===== src/vector_select_cfg.svh =====
// Constants for the reset and interrupt vector address generator
`ifndef VECTOR_SELECT_CFG_SVH
`define VECTOR_SELECT_CFG_SVH
`define VEC_ADDR_W        12
`define VEC_SRC_N         25
`define VEC_IDX_W         5
`define VEC_RESET_ADDR    12'h000
`define VEC_TABLE_START   12'h001
`define VEC_BOOT_RESET    12'hC00
`define VEC_FUSE_UNPROG   1'b1
`define VEC_FUSE_PROG     1'b0
`endif


===== src/vector_select_pkg.sv =====
// Types shared by the vector address generator
package vector_select_pkg;
  typedef enum logic [1:0] {
    ST_RESET    = 2'b00,
    ST_IDLE     = 2'b01,
    ST_DISPATCH = 2'b10
  } vec_state_t;
endpackage


===== src/reset_interrupt_vector_select.sv =====
// Reset and interrupt vector address generator for the core's program counter
`timescale 1ns/10ps
`default_nettype none
`include "vector_select_cfg.svh"

// Notes on behaviour
// [RULE_01] Any system reset starts at address zero while the boot fuse is unprogrammed.
// [RULE_02] Source n vectors to table base plus n; reset is vector one.
// [RULE_03] A programmed boot fuse moves the reset start to the boot reset address.
// [RULE_04] Relocate bit set: each interrupt vector address adds the boot section start.
// [RULE_05] Fuse 1 is unprogrammed; fuse and relocate bit act independently.
// [RULE_06] A vector is fetched only when its interrupt is actually taken.
// [RULE_07] With a two-kilobyte boot section the boot reset address is 0xC00.
// [RULE_08] Several pending requests dispatch lowest vector number first.
module reset_interrupt_vector_select
  import vector_select_pkg::*;
#(
  parameter int                    SRC_N     = `VEC_SRC_N,
  parameter int                    ADDR_W    = `VEC_ADDR_W,
  parameter logic [`VEC_ADDR_W-1:0] BOOT_BASE = `VEC_BOOT_RESET
) (
  input  wire logic              sys_clk,
  input  wire logic              rst,
  input  wire logic              boot_reset_select_fuse,
  input  wire logic              vector_relocate_bit,
  input  wire logic [SRC_N-1:0]  irq_pending,
  input  wire logic              irq_global_enable,
  input  wire logic              core_ready,
  output logic                   fetch_valid,
  output logic [ADDR_W-1:0]      fetch_addr,
  output logic                   fetch_is_reset,
  output logic [`VEC_IDX_W-1:0]  irq_taken_index,
  output logic                   irq_ack
);

  // ----------------------------------------------------------------
  // Address arithmetic
  // ----------------------------------------------------------------
  // One word per source, so the index adds straight onto the table start.
  // Relocation only moves the base; the order of the table never changes.
  function automatic logic [ADDR_W-1:0] vec_addr(input logic [`VEC_IDX_W-1:0] idx,
                                                 input logic relocate);
    logic [ADDR_W-1:0] base;
    base = relocate ? BOOT_BASE : `VEC_RESET_ADDR; // RULE_04 RULE_07
    vec_addr = base + `VEC_TABLE_START + ADDR_W'(idx); // RULE_02
  endfunction

  function automatic logic [ADDR_W-1:0] reset_addr(input logic fuse);
    reset_addr = (fuse == `VEC_FUSE_UNPROG) ? `VEC_RESET_ADDR : BOOT_BASE; // RULE_01 RULE_03 RULE_05
  endfunction

  // ----------------------------------------------------------------
  // Request selection
  // ----------------------------------------------------------------
  logic                  pick_any;
  logic [`VEC_IDX_W-1:0] pick_idx;

  vector_priority_pick #(
    .SRC_N (SRC_N),
    .IDX_W (`VEC_IDX_W)
  ) u_pick (
    .request (irq_pending),
    .any     (pick_any),
    .index   (pick_idx)
  );

  // ----------------------------------------------------------------
  // Dispatch state
  // ----------------------------------------------------------------
  vec_state_t            state;
  vec_state_t            next_state;
  logic                  next_fetch_valid;
  logic [ADDR_W-1:0]     next_fetch_addr;
  logic                  next_fetch_is_reset;
  logic [`VEC_IDX_W-1:0] next_irq_taken_index;
  logic                  next_irq_ack;

  always_comb begin
    next_state           = state;
    next_fetch_valid     = fetch_valid;
    next_fetch_addr      = fetch_addr;
    next_fetch_is_reset  = fetch_is_reset;
    next_irq_taken_index = irq_taken_index;
    next_irq_ack         = 1'b0;
    unique case (state)
      ST_RESET: begin
        // Fuse is read after release, so the strap is never sampled under reset
        next_fetch_valid    = 1'b1;
        next_fetch_addr     = reset_addr(boot_reset_select_fuse); // RULE_01 RULE_03
        next_fetch_is_reset = 1'b1;
        next_state          = ST_DISPATCH;
      end
      ST_IDLE: begin
        // Nothing is fetched unless a request is enabled and taken
        if (irq_global_enable && pick_any) begin // RULE_06
          next_fetch_valid     = 1'b1;
          next_fetch_addr      = vec_addr(pick_idx, vector_relocate_bit); // RULE_04 RULE_08
          next_fetch_is_reset  = 1'b0;
          next_irq_taken_index = pick_idx;
          next_irq_ack         = 1'b1;
          next_state           = ST_DISPATCH;
        end
      end
      ST_DISPATCH: begin
        // Offer stands until taken; new requests wait so no vector is lost
        if (core_ready) begin
          next_fetch_valid    = 1'b0;
          next_fetch_is_reset = 1'b0;
          next_state          = ST_IDLE;
        end
      end
      default: begin
        next_state = ST_RESET;
      end
    endcase
  end

  always_ff @(posedge sys_clk) begin
    if (rst) begin
      state           <= ST_RESET;
      fetch_valid     <= 1'b0;
      fetch_addr      <= `VEC_RESET_ADDR;
      fetch_is_reset  <= 1'b0;
      irq_taken_index <= '0;
      irq_ack         <= 1'b0;
    end else begin
      state           <= next_state;
      fetch_valid     <= next_fetch_valid;
      fetch_addr      <= next_fetch_addr;
      fetch_is_reset  <= next_fetch_is_reset;
      irq_taken_index <= next_irq_taken_index;
      irq_ack         <= next_irq_ack;
    end
  end

  // ----------------------------------------------------------------
  // Checks
  // ----------------------------------------------------------------
  // Reset fetch must lead every run, whatever the sources are doing
  chk_reset_zero_addr: assert property (@(posedge sys_clk) disable iff (rst) // RULE_01
    (state == ST_RESET && boot_reset_select_fuse)
    |=> fetch_is_reset && fetch_addr == `VEC_RESET_ADDR)
    else $error("reset fetch not at zero with fuse unprogrammed");

  chk_reset_boot_addr: assert property (@(posedge sys_clk) disable iff (rst) // RULE_03
    (state == ST_RESET && !boot_reset_select_fuse)
    |=> fetch_is_reset && fetch_addr == BOOT_BASE)
    else $error("reset fetch not at boot address with fuse programmed");

  chk_first_fetch_reset: assert property (@(posedge sys_clk) disable iff (rst) // RULE_01
    $fell(rst) |=> fetch_valid && fetch_is_reset)
    else $error("first fetch after reset is not the reset fetch");

  chk_reset_flag_clears: assert property (@(posedge sys_clk) disable iff (rst) // RULE_01
    (fetch_valid && fetch_is_reset && core_ready)
    |=> !fetch_valid && !fetch_is_reset)
    else $error("reset fetch outlived its acceptance");

  chk_vector_plain_map: assert property (@(posedge sys_clk) disable iff (rst) // RULE_02
    (state == ST_IDLE && irq_global_enable && pick_any && !vector_relocate_bit)
    |=> irq_ack && fetch_addr == ADDR_W'(irq_taken_index) + `VEC_TABLE_START)
    else $error("vector address not table entry");

  chk_last_vector: assert property (@(posedge sys_clk) disable iff (rst) // RULE_02
    (state == ST_IDLE && irq_global_enable && pick_any && !vector_relocate_bit
      && pick_idx == `VEC_IDX_W'(SRC_N - 1))
    |=> fetch_addr == `VEC_TABLE_START + ADDR_W'(SRC_N - 1))
    else $error("last source not at the end of the table");

  chk_vector_relocated: assert property (@(posedge sys_clk) disable iff (rst) // RULE_04
    (state == ST_IDLE && irq_global_enable && pick_any && vector_relocate_bit)
    |=> fetch_addr == BOOT_BASE + ADDR_W'(irq_taken_index) + `VEC_TABLE_START)
    else $error("relocated vector address wrong");

  chk_fuse_independent: assert property (@(posedge sys_clk) disable iff (rst) // RULE_05
    (state == ST_RESET && vector_relocate_bit && boot_reset_select_fuse)
    |=> fetch_addr == `VEC_RESET_ADDR)
    else $error("relocate bit moved the reset address");

  chk_fetch_only_taken: assert property (@(posedge sys_clk) disable iff (rst) // RULE_06
    (state == ST_IDLE && !(irq_global_enable && pick_any)) |=> !fetch_valid)
    else $error("fetch without a taken interrupt");

  chk_ack_with_fetch: assert property (@(posedge sys_clk) disable iff (rst) // RULE_06
    irq_ack |-> fetch_valid && !fetch_is_reset)
    else $error("acknowledge without an interrupt fetch");

  chk_busy_refuses: assert property (@(posedge sys_clk) disable iff (rst) // RULE_06
    (state == ST_DISPATCH) |=> !irq_ack)
    else $error("interrupt taken while a fetch was outstanding");

  chk_ack_pulse: assert property (@(posedge sys_clk) disable iff (rst) // RULE_06
    irq_ack |=> !irq_ack)
    else $error("acknowledge longer than one cycle");

  chk_boot_first_vector: assert property (@(posedge sys_clk) disable iff (rst) // RULE_07
    (state == ST_IDLE && irq_global_enable && irq_pending[0] && vector_relocate_bit)
    |=> fetch_addr == BOOT_BASE + `VEC_TABLE_START)
    else $error("first relocated vector not at boot base plus one");

  chk_lowest_first: assert property (@(posedge sys_clk) disable iff (rst) // RULE_08
    (state == ST_IDLE && irq_global_enable && irq_pending[0])
    |=> irq_ack && irq_taken_index == '0)
    else $error("lowest pending request not dispatched first");

  chk_dispatch_holds: assert property (@(posedge sys_clk) disable iff (rst)
    (fetch_valid && !core_ready) |=> fetch_valid && $stable(fetch_addr))
    else $error("fetch dropped before the core took it");

  // Scenarios worth seeing at least once
  cov_zero_reset:   cover property (@(posedge sys_clk) disable iff (rst)
    fetch_is_reset && fetch_addr == `VEC_RESET_ADDR);
  cov_boot_reset:   cover property (@(posedge sys_clk) disable iff (rst)
    fetch_is_reset && fetch_addr == BOOT_BASE);
  cov_plain_irq:    cover property (@(posedge sys_clk) disable iff (rst)
    irq_ack && !vector_relocate_bit);
  cov_reloc_irq:    cover property (@(posedge sys_clk) disable iff (rst)
    irq_ack && vector_relocate_bit);
  cov_last_source:  cover property (@(posedge sys_clk) disable iff (rst)
    irq_ack && irq_taken_index == `VEC_IDX_W'(SRC_N - 1));

endmodule
`default_nettype wire


===== src/vector_priority_pick.sv =====
// Lowest-numbered pending request picker
`timescale 1ns/10ps
`default_nettype none
`include "vector_select_cfg.svh"
module vector_priority_pick #(
  parameter int SRC_N = `VEC_SRC_N,
  parameter int IDX_W = `VEC_IDX_W
) (
  input  wire logic [SRC_N-1:0] request,
  output logic                  any,
  output logic [IDX_W-1:0]      index
);
  always_comb begin
    any   = 1'b0;
    index = '0;
    // Walk downward so the lowest set bit is the one kept
    for (int i = SRC_N - 1; i >= 0; i--) begin
      if (request[i]) begin
        any   = 1'b1;
        index = IDX_W'(i); // RULE_08
      end
    end
  end
endmodule
`default_nettype wire


===== config.mk =====
export PLATFORM = sky130hd
export DESIGN_NAME = reset_interrupt_vector_select
export DESIGN_NICKNAME = d
export VERILOG_FILES = /design/src/vector_select_pkg.sv /design/src/reset_interrupt_vector_select.sv /design/src/vector_priority_pick.sv
export VERILOG_INCLUDE_DIRS = /design/src /design/src/src
export SDC_FILE = /design/constraint.sdc
export NUM_CORES = 1
export LEC_CHECK = 0
export BUFFER_PORTS_ARGS = -buffer_cell sky130_fd_sc_hd__buf_4
export CAP_MARGIN = 10
export CORE_MARGIN = 1.5
export CORE_UTILIZATION = 46
export CTS_CLUSTER_DIAMETER = 60
export DETAILED_ROUTE_END_ITERATION = 8
export GPL_ROUTABILITY_DRIVEN = 0
export PLACE_DENSITY = 0.88
export SLEW_MARGIN = 20
export SYNTH_ARGS = -nofsm -noshare
export SYNTH_HDL_FRONTEND = slang
export SYNTH_SLANG_ARGS = --single-unit

===== constraint.sdc =====
create_clock -name sys_clk -period 2.25 [get_ports sys_clk]
set_input_delay 0 -clock sys_clk [delete_from_list [all_inputs] [get_ports sys_clk]]
set_output_delay 0 -clock sys_clk [all_outputs]
set_load 0.03 [all_outputs]

# --- After elaboration in Yosys (flattened, before gate mapping) ---
# Cells that the tools add are included.
totals:
  reg_bits: 22
  input_bits: 31
op_classes:
  addsub: 2
  eq_ne: 4
  n_reduce_logical: 9
  muxes: 63
  n_bitwise: 1
op_table:
  columns: ["operator", "count"]
  rows:
  - ["$mux W5", 25]
  - ["$mux W12", 3]
  - ["$mux W1", 29]
  - ["$pmux W12 S2", 1]
  - ["$add A12 B1 Y12 const B", 1]
  - ["$add A12 B5 Y12", 1]
  - ["$pmux W1 S3", 2]
  - ["$pmux W2 S3", 1]
  - ["$reduce_and A2 Y1", 3]
  - ["$mux W2", 2]
  - ["$ne A2 B2 Y1 const B", 2]
  - ["$reduce_and A3 Y1", 1]
  - ["$reduce_bool A3 Y1", 1]
  - ["$eq A2 B1 Y1 const B", 1]
  - ["$eq A2 B2 Y1 const B", 1]
  - ["$logic_not A2 Y1", 1]
  - ["$reduce_bool A2 Y1", 1]
  - ["$reduce_or A2 Y1", 1]
  - ["$logic_and A1 B1 Y1", 1]
  - ["$not A1 Y1", 1]

# --- Depth between registers and ports, before layout ---
logic_depth:
  depth_word: 28
  ltp_mapped: 9

# --- By module ---
# A second synthesis with hierarchy kept.
hier_totals:
  cells_unflattened: 151
  area_unflattened_um2: 1142.3
modules_own_cells:
  columns: ["mod", "area_per_inst_um2", "cells_each", "seq_area_each_um2", "n_inst"]
  rows:
  - ["reset_interrupt_vector_select", 847.1, 102, 340.3, 1]
  - ["vector_priority_pick", 295.3, 49, 0.0, 1]

# --- Least setup slack after synthesis ---
# Ideal clock, no wire load.
synth_path:
  kind: "input to register"
  from: "input port irq_pending[20]"
  to: "register fetch_addr[4]"
  arrival_time_ns: 1.632
  stages: 9
  setup_slack_ns: 0.548
  path_buffers: 0
  cell_sequence: "nor2b_1 -> a2111oi_4 -> o221ai_2 -> a311o_1 -> inv_1 -> ha_1 -> nand3b_1 -> a211o_1 -> a21oi_1"
synth_between:
  elab_chain_len: 24
  elab_cells_between_ends: 48
  cone_classes: "add/sub (1); eq/ne (1); mux (44); reduce/logical (2)"
synth_lines:
  columns: ["element", "line_no", "source"]
  rows:
  - ["start, declared", "reset_interrupt_vector_select.sv:26", "input wire logic [SRC_N-1:0] irq_pending,"]
  - ["$mux W5 (21 in a row)", "vector_priority_pick.sv:18", "if (request[i]) begin"]
  - ["net pick_idx[0]", "reset_interrupt_vector_select.sv:56", "logic [`VEC_IDX_W-1:0] pick_idx;"]
  - ["$add A12 B5 Y12", "reset_interrupt_vector_select.sv:45", "vec_addr = base + `VEC_TABLE_START + ADDR_W'(idx);"]
  - ["$mux W12", "reset_interrupt_vector_select.sv:95", "if (irq_global_enable && pick_any) begin"]
  - ["$pmux W12 S2", "reset_interrupt_vector_select.sv:85", "unique case (state)"]
  - ["end signal, assigned", "reset_interrupt_vector_select.sv:122", "fetch_addr <= `VEC_RESET_ADDR;"]
  - ["end signal, assigned", "reset_interrupt_vector_select.sv:129", "fetch_addr <= next_fetch_addr;"]
  - ["end, declared", "reset_interrupt_vector_select.sv:30", "output logic [ADDR_W-1:0] fetch_addr,"]
# The timed path passes the listed nets, and every way through them passes these cells. The select of a mux whose other input is x is not followed.
# A chain may end at the register's enable or synchronous reset.

# --- Final worst setup path ---
layout_path:
  from: "input port irq_pending[7]"
  to: "register fetch_addr[2]"
layout_between:
  elab_chain_len: 11
  elab_cells_between_ends: 22
  cone_classes: "add/sub (1); eq/ne (1); mux (18); reduce/logical (2)"
layout_lines:
  columns: ["element", "line_no"]
  rows:
  - ["$mux W5 or $mux W1 (tied branches) (8 in a row)", "vector_priority_pick.sv:18"]
  - ["$add A12 B5 Y12 or $logic_and A1 B1 Y1 (tied branches)", "reset_interrupt_vector_select.sv:45, reset_interrupt_vector_select.sv:95"]
  - ["$mux W12 or $ne A2 B2 Y1 (tied branches)", null]
  - ["$pmux W12 S2 or $reduce_and A2 Y1 (tied branches)", null]
# Parallel ways exist; a longest one is shown, timed or not. The select of a mux whose other input is x is not followed.

==> results.txt <==
----------------------------------------------------
[Timing]
  Post-route clock skew ... 5.68 ps
  Total negative slack ... 0 ps
  Unrepaired setup endpoints after global routing ... no
  Highest clock frequency the design can meet ... 0.544 GHz
  Post-layout min period ... 1840 ps
  Final Hold Vio Count ... 0
  Count of pins over their slew limit ... 0
  Part of the cycle the worst path needs ... 0.818
  Final Setup Violations ... 0
  Slew at the pin with the worst max-slew slack ... 904 ps
  Worst rel slew slack ... 0.396

[Finish]
  Utilization of the core after routing ... 0.675
  Diode count ... 0
  Highest-count cells in the layout ignoring fill and taps ... sky130_fd_sc_hd__buf_4 (47), sky130_fd_sc_hd__nor2_1 (18), sky130_fd_sc_hd__dfxtp_1 (17)
  Commonest non-fill, non-tap cell in the layout ... sky130_fd_sc_hd__buf_4
  Area used by multi-input combinational logic ... 724 sq um
  Combined flip-flop and latch cell area ... 340 sq um
  Area growth from synthesis to final layout ... 35.2%
  Number of nets at the end of the flow ... 228
  Share of layout cells above drive strength 1 ... 0.289
  Fillers ... 199

[Synthesis]
  Total number of yosys warnings ... 0
  Cells after synthesis ... 142
  Mean instance size in the synthesized netlist ... 8.00 sq um
  Synth cell types ... 41
  Sequential share of the synthesized area ... 0.300
  Number of flip-flops and latches in the synthesized netlist ... 17
  Cell area after synthesis ... 1140 sq um

[Flow run]
  Max Cap Viol ... 0

[Route]
  Vias ... 1186
  Average vias per placed instance ... 5.44
  Post-Route WL ... 2.83 mm
  Number of nets with antenna violations after detailed routing ... 0
  Number of detailed-route iterations in the first pass ... 4
  Routed len/inst ... 13.0 um
  Post-detailed-route DRC marker count ... 0
  Number of DRC markers after the initial detailed-route iteration ... 24

[GRT]
  Antenna violations before repair ... 0
  Overflow left after global routing ... 0
  Pin count of the biggest net entering global routing ... 19
  Total global routing track utilization ... 0.235
  Global-route wire length before repair ... 4.86 mm
  Via count of the first global-routing pass ... 1102

[Floorplanning]
  IO Count ... 51
  Height of the chip ... 52.7 um
  Die X ... 52.7 um
  Placement row count ... 17
  Die Area ... 2780 sq um
  Core area ... 2280 sq um
  Starting density of the core ... 0.499

[Pwr]
  Final total power ... 1.04 mW
  Cell leakage power ... 0.689 nW
  Clock network fraction of total power ... 0.159
  Peak VDD IR ... 540 uV
  P per Cell Area ... 677 nW/um^2
  Flop pwr share ... 0.371
  Internal Dissipation ... 0.614 mW
  Switching power ... 0.427 mW
  Net switching share of the total power ... 0.410
  Combinational Power Share ... 0.470

[Clocking]
  Worst skew pair latency ... 300 ps
  Number of buffers created by CTS ... 3
  Clk sink count ... 17
  Level count of the clock H-tree ... 1
  CTS clock-pin slew for the worst setup and hold paths ... 100 ps
  Clock tree from TritonCTS ... built
  Root Buffer ... sky130_fd_sc_hd__clkbuf_4
  Maximum count of clock buffers along a single path ... 2

[Worst hold path]
  Worst hold path cell count ... 3
  Class of the worst hold path ... in2reg

[Worst setup path]
  Data arrival time of the critical path ... 2030 ps
  Path depth of the worst reg2reg path ... 6
  Startpoint kind of the worst setup timing path ... primary input
  Crit Path Class ... in2reg
  Worst Setup End Kind ... flop
  Max Fanout on Critical Path ... 13
  Critical path required time ... 2440 ps

[Status]
  Outcome ... finished clean

[Placed design]
  DP HPWL ... 2.26 mm
  Number of input and output port buffers inserted ... 46

----------------------------------------------------
## through the flow
step / setup slack [ps] / hold WS [ps] / cell area, sq um / std cells
2_1_floorplan: 548 / 117 / 1150 / 145
3_3_place_gp: 240 / 231 / 1480 / 211
3_5_place_dp: 155 / 242 / 1480 / 211
4_1_cts: 445 / 0.271 / 1540 / 218
5_1_grt: 203 / 19.4 / 1540 / 218
6_report: 410 / 16.9 / 1540 / 218
## path summary, 6_finish.rpt
kind / slack, ps / start / to
max: 410 / irq_pending[7] / fetch_addr[2]
min: 20 / irq_pending[0] / irq_taken_index[1]
max reg2reg: 460 / state[1] / irq_taken_index[1]
min reg2reg: 470 / irq_taken_index[0] / irq_taken_index[0]
## cell type report
type | count | area share
clock inverter | 1 | 0.00326
tap | 28 | 0.0228
sequential | 17 | 0.221
clock buffer | 3 | 0.0147
multi-input combinational | 112 | 0.471
timing repair buffer | 50 | 0.249
inverter | 7 | 0.0171
## metal layers
metal,up-vias,track usage,part of all wire
li1,608,-,-
met1,547,0.276,0.43
met2,26,0.417,0.53
met3,5,0.0600,0.038
met4,0,0.0641,0.0081
met5,-,0,0
## state kept, by name, indices dropped and copies added, names as in the netlist
register and flops:
fetch_addr 7, irq_taken_index 5, irq_ack 1, fetch_valid 1, fetch_is_reset 1, state 2
## timing repair
item / CTS / global route
setup endpoints to repair: 0 / 0
hold buffers: 3 / 0
setup buffers: 0 / 0
hold endpoints to repair: 12 / 0
gates resized for setup: 0 / 0
## power groups by stage
| stage | sequential (mW) | combinational (mW) | clock [mW] |
|---|---|---|---|
| final | 0.386 | 0.489 | 0.166 |
| after global routing | 0.390 | 0.542 | 0.183 |
| after CTS | 0.385 | 0.489 | 0.172 |
| after detailed placement | 0.392 | 0.481 | 0 |
| after global placement | 0.387 | 0.463 | 0 |
| after floorplan | 0.447 | 0.263 | 0 |
## worst max-delay path: stages
cell	delay (ps)
sky130_fd_sc_hd__buf_4	120
sky130_fd_sc_hd__nor4_1	460
sky130_fd_sc_hd__nand4_1	220
sky130_fd_sc_hd__o21bai_1	770
sky130_fd_sc_hd__inv_1	220
sky130_fd_sc_hd__a21oi_1	190
sky130_fd_sc_hd__nor2_1	50
## synth_stat cells (all sizes together)
library cell | n | share of area
a2111o | 1 | 0.0099
a2111oi | 2 | 0.037
a211o | 1 | 0.0077
a211oi | 3 | 0.020
a21boi | 1 | 0.0066
a21oi | 13 | 0.057
a311o | 1 | 0.0088
a311oi | 1 | 0.0077
a31oi | 1 | 0.0055
and2 | 2 | 0.011
and3 | 1 | 0.0055
and3b | 1 | 0.0077
buf | 7 | 0.043
clkbuf | 2 | 0.0066
conb | 1 | 0.0033
dfxtp | 17 | 0.30
ha | 6 | 0.066
inv | 7 | 0.023
mux2i | 4 | 0.035
nand2 | 10 | 0.033
nand2b | 3 | 0.017
nand3 | 4 | 0.018
nand3b | 3 | 0.020
nand4 | 1 | 0.0055
nand4b | 1 | 0.0077
nor2 | 18 | 0.059
nor2b | 3 | 0.017
nor3 | 7 | 0.031
nor4 | 8 | 0.050
o21a | 1 | 0.0066
o21ai | 3 | 0.013
o21bai | 2 | 0.013
o221ai | 1 | 0.013
o311ai | 1 | 0.0077
o31ai | 1 | 0.0066
or4 | 2 | 0.013
xnor2 | 1 | 0.0077
## cells by family (layout without fill, tap and decap cells)
kind of cell               Yosys count  count (layout)  share of synthesized area
buffers and inverters               16              61                     0.0727
DFF                                 17              17                      0.300
other                                1               4                    0.00330
AOI/OAI and AO/OA                   33              33                      0.221
and+or+nand+nor                     64              64                      0.294
xor gates and xnor gates             1               1                    0.00771
muxes                                4               4                     0.0352
adders and majority gates            6               6                     0.0661
(Power assumes the default switching activity.)
